`src/pkg/lspic_regs.vh`:
```
// Summary of operation
// - control bit 5 reads 1 while the interrupt output is active.
// - control bit 4 reads 1 once an integration cycle has finished.
// - control bit 1 set starts integration on both channels; clear disables them.
// - control bit 0 set powers the device on; clear powers it off.
// - timing field is two's-complement count of 2.7 ms intervals.
// - timing value 0x01 gives longest automatic integration, 255 intervals.
// - timing register resets to zero, so manual mode at start.
// - timing value zero selects manual mode, length set by host commands.
// - control register resets to zero: powered off, converters disabled.
// - in manual mode, special function 0011 starts a manual integration.
// - in manual mode, special function 0010 ends a manual integration.
// - special function 00001 clears the pending interrupt and its flag.
`ifndef LSPIC_REGS_VH
`define LSPIC_REGS_VH
`define LSPIC_ADDR_CTRL 5'h00
`define LSPIC_ADDR_TIME 5'h01
`define LSPIC_CTRL_RST 8'h00
`define LSPIC_TIME_RST 8'h00
`define LSPIC_BIT_POWER 0
`define LSPIC_BIT_EN 1
`define LSPIC_BIT_VALID 4
`define LSPIC_BIT_INTR 5
`define LSPIC_SF_INTCLR 5'h01
`define LSPIC_SF_STOP 5'h02
`define LSPIC_SF_START 5'h03
`define LSPIC_CLK_HZ 40000000
`define LSPIC_STEP_NS 2700000
// cycles per 2.7 ms step at 40 MHz
`define LSPIC_STEP_CYC ((`LSPIC_STEP_NS / 1000) * (`LSPIC_CLK_HZ / 1000000))
`endif

```
`src/logic/lspic_step_timer.v`:
```
`timescale 1ns/1ps
`include "lspic_regs.vh"
// run-gated tick generator, one pulse per integration interval
module lspic_step_timer #(
	parameter STEP_CYC = `LSPIC_STEP_CYC
) (
	// clock and reset
	input wire i_mclk,
	input wire i_rstn,
	// control
	input wire i_run,
	// tick out
	output reg o_tick
);
	reg [23:0] cnt_r;

	// restart on each run so the first interval is whole
	always @(posedge i_mclk) begin
		if (!i_rstn || !i_run) begin
			cnt_r <= 24'h000000;
			o_tick <= 1'b0;
		end else if (cnt_r == STEP_CYC[23:0] - 24'h000001) begin
			cnt_r <= 24'h000000;
			o_tick <= 1'b1;
		end else begin
			cnt_r <= cnt_r + 24'h000001;
			o_tick <= 1'b0;
		end
	end
endmodule // lspic_step_timer

```
`src/logic/lspic_ctrl.v`:
```
`timescale 1ns/1ps
`include "lspic_regs.vh"
// control and integration timing of the light converter
// the serial front end turns command bytes into the plain strobes below;
// word writes and auto-increment never reach this block, so a timing
// value above 127 arrives here like any other byte
// thresholds, persistence and gain sit outside; only their event comes in
module lspic_ctrl #(
	parameter STEP_CYC = `LSPIC_STEP_CYC
) (
	// clock and reset
	input wire i_mclk,
	input wire i_rstn,
	// register port from the serial front end
	input wire i_wr,
	input wire i_rd,
	input wire [4:0] i_addr,
	input wire [7:0] i_wdata,
	output reg [7:0] o_rdata,
	// special function strobe with its code
	input wire i_sf,
	input wire [4:0] i_sf_code,
	// interrupt request from threshold logic
	input wire i_int_event,
	// converter side
	output wire o_power,
	output wire o_integrating,
	output reg o_cycle_done,
	output wire o_int_n
);
	// sequencer states
	localparam ST_IDLE = 2'h0; // waiting for enable or a manual start
	localparam ST_AUTO = 2'h1; // counting whole intervals
	localparam ST_MAN = 2'h2; // host-timed integration

	// programmed bits and read-only flags
	reg power_r;
	reg adc_en_r;
	reg valid_r;
	reg intr_r;
	reg [7:0] integration_time_count_r;
	reg [7:0] interval_count_r;

	// sequencer state and its next values
	reg [1:0] state_r;
	reg [1:0] state_nxt;
	reg [7:0] cnt_nxt;
	reg done_nxt;
	wire tick;
	wire active;
	wire manual;
	wire step_run;

	// decoded strobes from the serial front end
	wire wr_ctrl;
	wire wr_time;
	wire sf_clr;
	wire sf_stop;
	wire sf_start;

	// control byte as the host reads it
	wire [7:0] ctrl_byte;

	// next values of the registers below
	reg power_nxt;
	reg adc_en_nxt;
	reg [7:0] time_nxt;
	reg valid_nxt;
	reg intr_nxt;
	reg [7:0] rdata_nxt;

	// converters only run when powered and enabled
	assign active = power_r & adc_en_r;
	assign manual = (integration_time_count_r == 8'h00);
	assign o_power = power_r;
	assign o_integrating = (state_r != ST_IDLE);
	assign o_int_n = ~intr_r;
	// the interval timer only runs inside an automatic integration
	assign step_run = (state_r == ST_AUTO);

	// one decode per strobe; codes already arrive as plain numbers
	assign wr_ctrl = i_wr && (i_addr == `LSPIC_ADDR_CTRL);
	assign wr_time = i_wr && (i_addr == `LSPIC_ADDR_TIME);
	assign sf_clr = i_sf && (i_sf_code == `LSPIC_SF_INTCLR);
	assign sf_stop = i_sf && (i_sf_code == `LSPIC_SF_STOP);
	assign sf_start = i_sf && (i_sf_code == `LSPIC_SF_START);

	// reserved positions are hard zeros so no stray bits read back
	assign ctrl_byte = {2'b00, intr_r, valid_r, 2'b00, adc_en_r, power_r};

	lspic_step_timer #(
		.STEP_CYC(STEP_CYC)
	) u_step (
		.i_mclk(i_mclk),
		.i_rstn(i_rstn),
		.i_run(step_run),
		.o_tick(tick)
	);

	// register write next values; reserved control bits are not stored
	always @* begin
		power_nxt = power_r;
		adc_en_nxt = adc_en_r;
		time_nxt = integration_time_count_r;
		// power and enable sit side by side so one write sets both
		if (wr_ctrl) begin
			power_nxt = i_wdata[`LSPIC_BIT_POWER];
			adc_en_nxt = i_wdata[`LSPIC_BIT_EN];
		end
		// a new timing value takes effect at the next integration start
		if (wr_time)
			time_nxt = i_wdata;
	end

	// control and timing registers
	always @(posedge i_mclk) begin
		if (!i_rstn) begin
			power_r <= 1'b0;
			adc_en_r <= 1'b0;
			integration_time_count_r <= `LSPIC_TIME_RST;
		end else begin
			power_r <= power_nxt;
			adc_en_r <= adc_en_nxt;
			integration_time_count_r <= time_nxt;
		end
	end

	// integration sequencer
	always @* begin
		state_nxt = state_r;
		cnt_nxt = interval_count_r;
		done_nxt = 1'b0;
		case (state_r)
			ST_IDLE: begin
				// auto mode rearms on its own; manual waits for a start
				if (active && !manual) begin
					state_nxt = ST_AUTO;
					cnt_nxt = integration_time_count_r;
				end else if (active && manual && sf_start) begin
					state_nxt = ST_MAN;
				end
			end
			ST_AUTO: begin
				// counting up to wrap gives 256 - value intervals
				if (tick) begin
					cnt_nxt = interval_count_r + 8'h01;
					if (interval_count_r == 8'hff) begin
						done_nxt = 1'b1;
						state_nxt = ST_IDLE;
					end
				end
			end
			ST_MAN: begin
				// no interval count here; the host decides the length
				if (sf_stop) begin
					done_nxt = 1'b1;
					state_nxt = ST_IDLE;
				end
			end
			default: state_nxt = ST_IDLE;
		endcase
		// disable or power-off aborts at once
		if (!active) begin
			state_nxt = ST_IDLE;
			done_nxt = 1'b0;
		end
	end

	// sequencer registers; done leaves a flop so it never glitches
	always @(posedge i_mclk) begin
		if (!i_rstn) begin
			state_r <= ST_IDLE;
			interval_count_r <= 8'h00;
			o_cycle_done <= 1'b0;
		end else begin
			state_r <= state_nxt;
			interval_count_r <= cnt_nxt;
			o_cycle_done <= done_nxt;
		end
	end

	// flag next values; a new event beats a clear in the same cycle
	always @* begin
		valid_nxt = valid_r;
		intr_nxt = intr_r;
		// valid only means something for the current enable session
		if (done_nxt)
			valid_nxt = 1'b1;
		else if (!active)
			valid_nxt = 1'b0;
		// events while disabled or unpowered are dropped, not queued
		if (i_int_event && active)
			intr_nxt = 1'b1;
		else if (sf_clr)
			intr_nxt = 1'b0;
	end

	// sticky flags
	always @(posedge i_mclk) begin
		if (!i_rstn) begin
			valid_r <= 1'b0;
			intr_r <= 1'b0;
		end else begin
			valid_r <= valid_nxt;
			intr_r <= intr_nxt;
		end
	end

	// read data next value; reserved bits read zero
	always @* begin
		rdata_nxt = o_rdata;
		if (i_rd) begin
			// a read of an unmapped address still updates, to zero
			case (i_addr)
				`LSPIC_ADDR_CTRL: rdata_nxt = ctrl_byte;
				`LSPIC_ADDR_TIME: rdata_nxt = integration_time_count_r;
				default: rdata_nxt = 8'h00;
			endcase
		end
	end

	// data output from a flop; holds until the next read
	always @(posedge i_mclk) begin
		if (!i_rstn)
			o_rdata <= 8'h00;
		else
			o_rdata <= rdata_nxt;
	end
endmodule // lspic_ctrl

```
`config.mk`:
```
export PLATFORM = sky130hd
export DESIGN_NAME = lspic_ctrl
export DESIGN_NICKNAME = d
export VERILOG_FILES = /design/src/logic/lspic_step_timer.v /design/src/logic/lspic_ctrl.v
export VERILOG_INCLUDE_DIRS = /design/src /design/src/pkg
export SDC_FILE = /design/constraint.sdc
export NUM_CORES = 1
export LEC_CHECK = 0
export ABC_AREA = 1
export CAP_MARGIN = 20
export CORE_ASPECT_RATIO = 0.5
export CORE_MARGIN = 2
export CORE_UTILIZATION = 25
export CTS_CLUSTER_SIZE = 16
export DETAILED_ROUTE_END_ITERATION = 16
export DONT_BUFFER_PORTS = 1
export PLACE_DENSITY = 0.34
export SKIP_CTS_REPAIR_TIMING = 1
export SLEW_MARGIN = 10
export SYNTH_ARGS = -nofsm -noshare
export SYNTH_HDL_FRONTEND = slang
export SYNTH_SLANG_ARGS = --single-unit
```
`constraint.sdc`:
```
create_clock -name i_mclk -period 2.45 [get_ports i_mclk]
set_input_delay 0.1225 -clock i_mclk [delete_from_list [all_inputs] [get_ports i_mclk]]
set_output_delay 0.1225 -clock i_mclk [all_outputs]
set_load 0.1 [all_outputs]
```
# Yosys cells after proc, flatten, opt, wreduce, memory -nomap -nowiden
# Cells that the tools add are included.
# W data, S select, Z words.
dict set report word_totals {
  reg_bits 56
  latch_bits 0
  mem_bits_rw 0
  rom_bits 0
  input_bits 24
  output_inout_bits 12
  word_cells 72
  mem_count 0
}
dict set report classes {
  add_sub_neg 2
  mul 0
  div_mod_pow 0
  magnitude_cmp 0
  n_eq_ne 14
  shifts 0
  n_mux 20
  n_bitwise 2
  reduce_logical 23
}
# op count
set ops {}
lappend ops {{$pmux W8 S2} 2}
lappend ops {{$add A24 B1 Y24 const B} 1}
lappend ops {{$eq A24 B17 Y1 const B} 1}
lappend ops {{$mux W8} 2}
lappend ops {{$eq A5 B1 Y1 const B} 2}
lappend ops {{$eq A5 B2 Y1 const B} 2}
lappend ops {{$mux W2} 5}
lappend ops {{$ne A2 B2 Y1 const B} 5}
lappend ops {{$logic_and A1 B1 Y1} 9}
lappend ops {{$mux W1} 9}
lappend ops {{$add A8 B1 Y8 const B} 1}
lappend ops {{$eq A8 B8 Y1 const B} 1}
lappend ops {{$logic_not A8 Y1} 1}
lappend ops {{$pmux W2 S3} 1}
lappend ops {{$reduce_bool A2 Y1} 3}
lappend ops {{$logic_not A5 Y1} 1}
lappend ops {{$reduce_and A4 Y1} 1}
lappend ops {{$logic_not A1 Y1} 3}
lappend ops {{$ne A3 B3 Y1 const B} 1}
lappend ops {{$reduce_and A3 Y1} 1}
lappend ops {{$eq A2 B1 Y1 const B} 1}
lappend ops {{$eq A2 B2 Y1 const B} 1}
lappend ops {{$logic_not A2 Y1} 1}
lappend ops {{$pmux W1 S2} 1}
lappend ops {{5 further kinds} 5}

# Logic depth before layout (Yosys ltp)
dict set report depth {
  depth_word 6
  ltp_mapped 12
  mapped_depth_nobuf 11
}

# Modules after synthesis
# A second synthesis with hierarchy kept.
dict set report unflattened {
  cells_unflattened 447
  area_unflattened_um2 2981.6
}
# mod instances cells_per_inst area_each_um2 seq_area_each_um2
set modules_own_cells {}
lappend modules_own_cells {lspic_ctrl 1 249 1621.6 620.6}
lappend modules_own_cells {lspic_step_timer 1 198 1360.1 500.5}

# Worst setup path before layout
# No wires, ideal clock.
dict set report synth_timing {
  kind {reg2reg}
  startpoint {register state_r[0]}
  endpoint {register interval_count_r[5]}
  setup_time_ns 0.110
  t_arrival_ns 1.768
  required_time_ns 2.340
  slack_ns 0.572
  path_stages_with_launch 9
  n_path_buf 0
  synth_period_minus_slack_ns 1.878
  cell_sequence {dfxtp_1 -> inv_1 -> ha_1 -> inv_1 -> a21oi_2 -> a21boi_4 -> nand2_1 -> nand2_1 -> nor2_1}
}
dict set report synth_between {
  elab_chain_cells 3
  word_cells_on_any_way 7
  cone_classes {eq/ne: 3; mux: 1; reduce/logical: 3}
}
# item line
set synth_rtl {}
lappend synth_rtl {{start: declaration} lspic_ctrl.v:45} ;# reg [1:0] state_r;
lappend synth_rtl {{start signal: assignment} lspic_ctrl.v:176} ;# state_r <= state_nxt;
lappend synth_rtl {{$eq A2 B1 Y1 / $logic_not A2 Y1 (equally long branches)} lspic_ctrl.v:133} ;# case (state_r)
lappend synth_rtl {{$ne A2 B2 Y1 (no line) / $reduce_bool A2 Y1 (equally long branches)} -}
lappend synth_rtl {{$reduce_and A3 Y1 (no line)} -}
lappend synth_rtl {{end signal: assignment} lspic_ctrl.v:177} ;# interval_count_r <= cnt_nxt;
lappend synth_rtl {{end: declaration} lspic_ctrl.v:42} ;# reg [7:0] interval_count_r;
# Parallel ways exist; a longest one is shown, timed or not.
# A chain may end at the register's enable or synchronous reset.

# Final worst setup path
dict set report layout_timing {
  startpoint {register u_step.cnt_r[0]}
  endpoint {register u_step.cnt_r[2]}
}
dict set report layout_between {
  elab_chain_cells 2
  word_cells_on_any_way 3
  cone_classes {add/sub: 1; eq/ne: 1; reduce/logical: 1}
}
# item line
set layout_rtl {}
lappend layout_rtl {{start: declaration} lspic_step_timer.v:15} ;# reg [23:0] cnt_r;
lappend layout_rtl {{start signal: assignment} lspic_step_timer.v:26} ;# cnt_r <= cnt_r + 24'h000001;
lappend layout_rtl {{parallel branches: the longest is 2 deep, another holds $add A24 B1 Y24} -}
# Several ways; the timed one is not identified.

==> results.yml <==
clock_network:
  clock_sinks: 56
  clkTransAtPathRegs_ps: 80
  htreeDepth: 2
  cts_tree: "yes"
  cts-root-buf: "clkbuf_16"
  numCtsBuffers: 5
  cts.path.max_buffers: 2
  clk_latency_ps: 300
yosys:
  seq_area_frac_synth: 0.379
  synth_edf_count: 0
  synth_area_um2: 2960
  ys_ff_latch: 56
  ys.flop_type: "dfxtp_1"
  syn-instance-count: 442
  yosys.cell_types.count: 37
  synthesis.nets: 471
  syn_area_per_cell_um2: 6.69
  async_flop_share: 0
  synth_warnings: 0
sta:
  fin_tns_setup_ps: 0
  whs_ps: -12.8
  rsz0062_at_grt: "false"
  setup_ws_ps: 791
  timing.final.max_slew_violations: 0
  hold_viol: 1
  period_needed_ps: 1660
  relSlewSlack: 0.362
  final-setup-viol-count: 0
  clock.fmax_mhz: 603
  skew_ps: 10.7
  post-route-period-util: 0.677
  worst_slew_pin_slew_ps: 955
placement:
  numPortBuffers: 0
  pre_cts_slack_ps: 776
  dpl_cell_area_um2: 3230
  gp_congestion: 0.742
  hpwl_um: 6090
critical_path:
  critical_path_class: "reg2reg"
  r2r_start: "u_step.cnt_r[0]"
  r2r_slack_ps: 790
  worstRegToRegCells: 7
  cp.required_ps: 2640
  cp-end-kind: "register"
  crit_fanout: 17
  rr_endpoint: "u_step.cnt_r[2]"
  setup.worst_path.start_class: "register"
  cp.arrival_ps: 1850
outcome:
  violations: "hold timing"
  status: "finished with violations"
cells_and_area:
  multi_input_area_um2: 1540
  final_common_cell: "nand2_1"
  fill_cells: 1315
  nets: 489
  areaGrowthSynthToFinish_pct: 16.8
  seqCellArea_um2: 1120
  antenna_cells: 0
  final_cell_mix: "nand2_1, nor2_1, inv_1"
  design_area_um2: 3450
  drive_gt1_frac: 0.108
grt:
  grt_max_degree: 21
  grt.overflow.total: 0
  grt.total_usage: 0.130
  antenna_found_initial: 0
  grt_pass1_vias: 2553
  grt_pass1_wl_um: 12900
power:
  power-per-cell-area_nw_per_um2: 548
  intPower_uw: 1430
  p_clk_frac: 0.457
  peakVddDrop_mv: 0.229
  p_comb_frac: 0.056
  p_sw_frac: 0.244
  switching_power_uw: 462
  seq_power_share: 0.486
  p_leak_uw: 0.00129
die:
  die_w_um: 158
  coreArea_um2: 11700
  row_count: 28
  die_y_um: 80.9
  initial_core_util: 0.253
  dieArea_um2: 12800
  pin_count: 36
min_path:
  hold_class: "in2reg"
  hp-start: "i_rstn"
  worstHoldEndpoint: "intr_r"
  hold_depth: 1
drt:
  drc: 0
  first_pass_iters: 4
  via_count: 2700
  wire_per_inst_um: 12.9
  viasPerCell: 4.31
  finalWirelength_um: 8100
  drt.antenna.violating_nets: 0
  dr.first_iter.drc_count: 120
flow_run:
  maxCapViolCount: 0
Yosys cell counts, types with 2 or more instances:
| cell type | n | area (um2) |
|---|---|---|
| clkbuf_1 | 2 | 7.51 |
| nor3_1 | 6 | 30.0 |
| ha_1 | 5 | 62.6 |
| or2_2 | 2 | 12.5 |
| nor2_1 | 64 | 240 |
| nand3_1 | 24 | 120 |
| nand4_1 | 8 | 50.1 |
| o21ai_0 | 30 | 150 |
| nor2_2 | 6 | 37.5 |
| xor2_1 | 4 | 35.0 |
| nand3_2 | 2 | 20.0 |
| nand2_1 | 102 | 383 |
| a21oi_1 | 29 | 145 |
| nor3_4 | 2 | 32.5 |
| o22ai_1 | 4 | 25.0 |
| nor3b_1 | 2 | 15.0 |
| nand2_2 | 2 | 12.5 |
| dfxtp_1 | 56 | 1120 |
| nor3_2 | 2 | 20.0 |
| buf_2 | 5 | 25.0 |
| nand3b_1 | 2 | 15.0 |
| a21oi_2 | 2 | 17.5 |
| inv_2 | 5 | 18.8 |
| inv_1 | 63 | 236 |
final cells by class:
type	count	share of cell area
sequential	56	0.325
inverter	69	0.0750
clock inverter	3	0.0138
tap	165	0.0598
timing repair buffer	19	0.0449
clock buffer	5	0.0362
multi-input combinational	309	0.446
cells by family (layout without fill, tap and decap cells):
| family | count (synthesis) | in the layout | synth area share |
|---|---|---|---|
| flops | 56 | 56 | 0.379 |
| compound gates | 71 | 71 | 0.137 |
| xor+xnor | 5 | 5 | 0.0148 |
| fa+ha+maj | 5 | 5 | 0.0212 |
| buf+inv | 77 | 96 | 0.0999 |
| simple gates | 228 | 228 | 0.348 |
flip-flops by register name, summed over array words and instances, names as in the netlist:
signal,count
o_rdata,8
interval_count_r,8
o_power,1
intr_r,1
integration_time_count_r,8
o_cycle_done,1
u_step.o_tick,1
valid_r,1
u_step.cnt_r,24
adc_en_r,1
state_r,2
metal layers:
metal  vias up  track usage  part of all wire
li1       1435            -                 -
met1      1228        0.177              0.52
met2        32        0.211              0.44
met3         5       0.0309             0.029
met4         0       0.0282            0.0069
met5         -            0                 0
worst max-delay path, stage by stage, from the launching register on:
cell     delay (ps)
dfxtp_1         370
ha_1            210
nand3_2         150
nor2_1          140
nand3_1         110
nand2_1         210
buf_4           280
nor3b_1          70
worst max path at each step:
stage | start | end | slack [ps] | cells past startpoint
floorplan | state_r[0] | interval_count_r[5] | 570 | 8
global placement | state_r[1] | interval_count_r[3] | 750 | 8
detailed placement | u_step.cnt_r[0] | u_step.cnt_r[15] | 780 | 7
CTS | u_step.cnt_r[0] | u_step.cnt_r[9] | 760 | 7
global route | u_step.cnt_r[0] | u_step.cnt_r[2] | 610 | 7
finish | u_step.cnt_r[0] | u_step.cnt_r[2] | 790 | 7
metrics by stage:
step / std cells / util / total power, uW
after CTS: 621 / 0.292 / 1910
after detailed placement: 613 / 0.277 / 1040
after global routing: 626 / 0.296 / 1970
final: 626 / 0.296 / 1890
after floorplan: 442 / - / 1020
after global placement: 613 / 0.277 / 1040
power groups by stage:
stage	Clock, uW	Sequential, uW	Combinational (uW)
after global routing	934	923	116
after detailed placement	0	943	96.4
final	867	922	106
after global placement	0	943	97.1
after CTS	891	922	96.5
after floorplan	0	991	33.3
No activity file was read; power rests on OpenSTA's default activity.
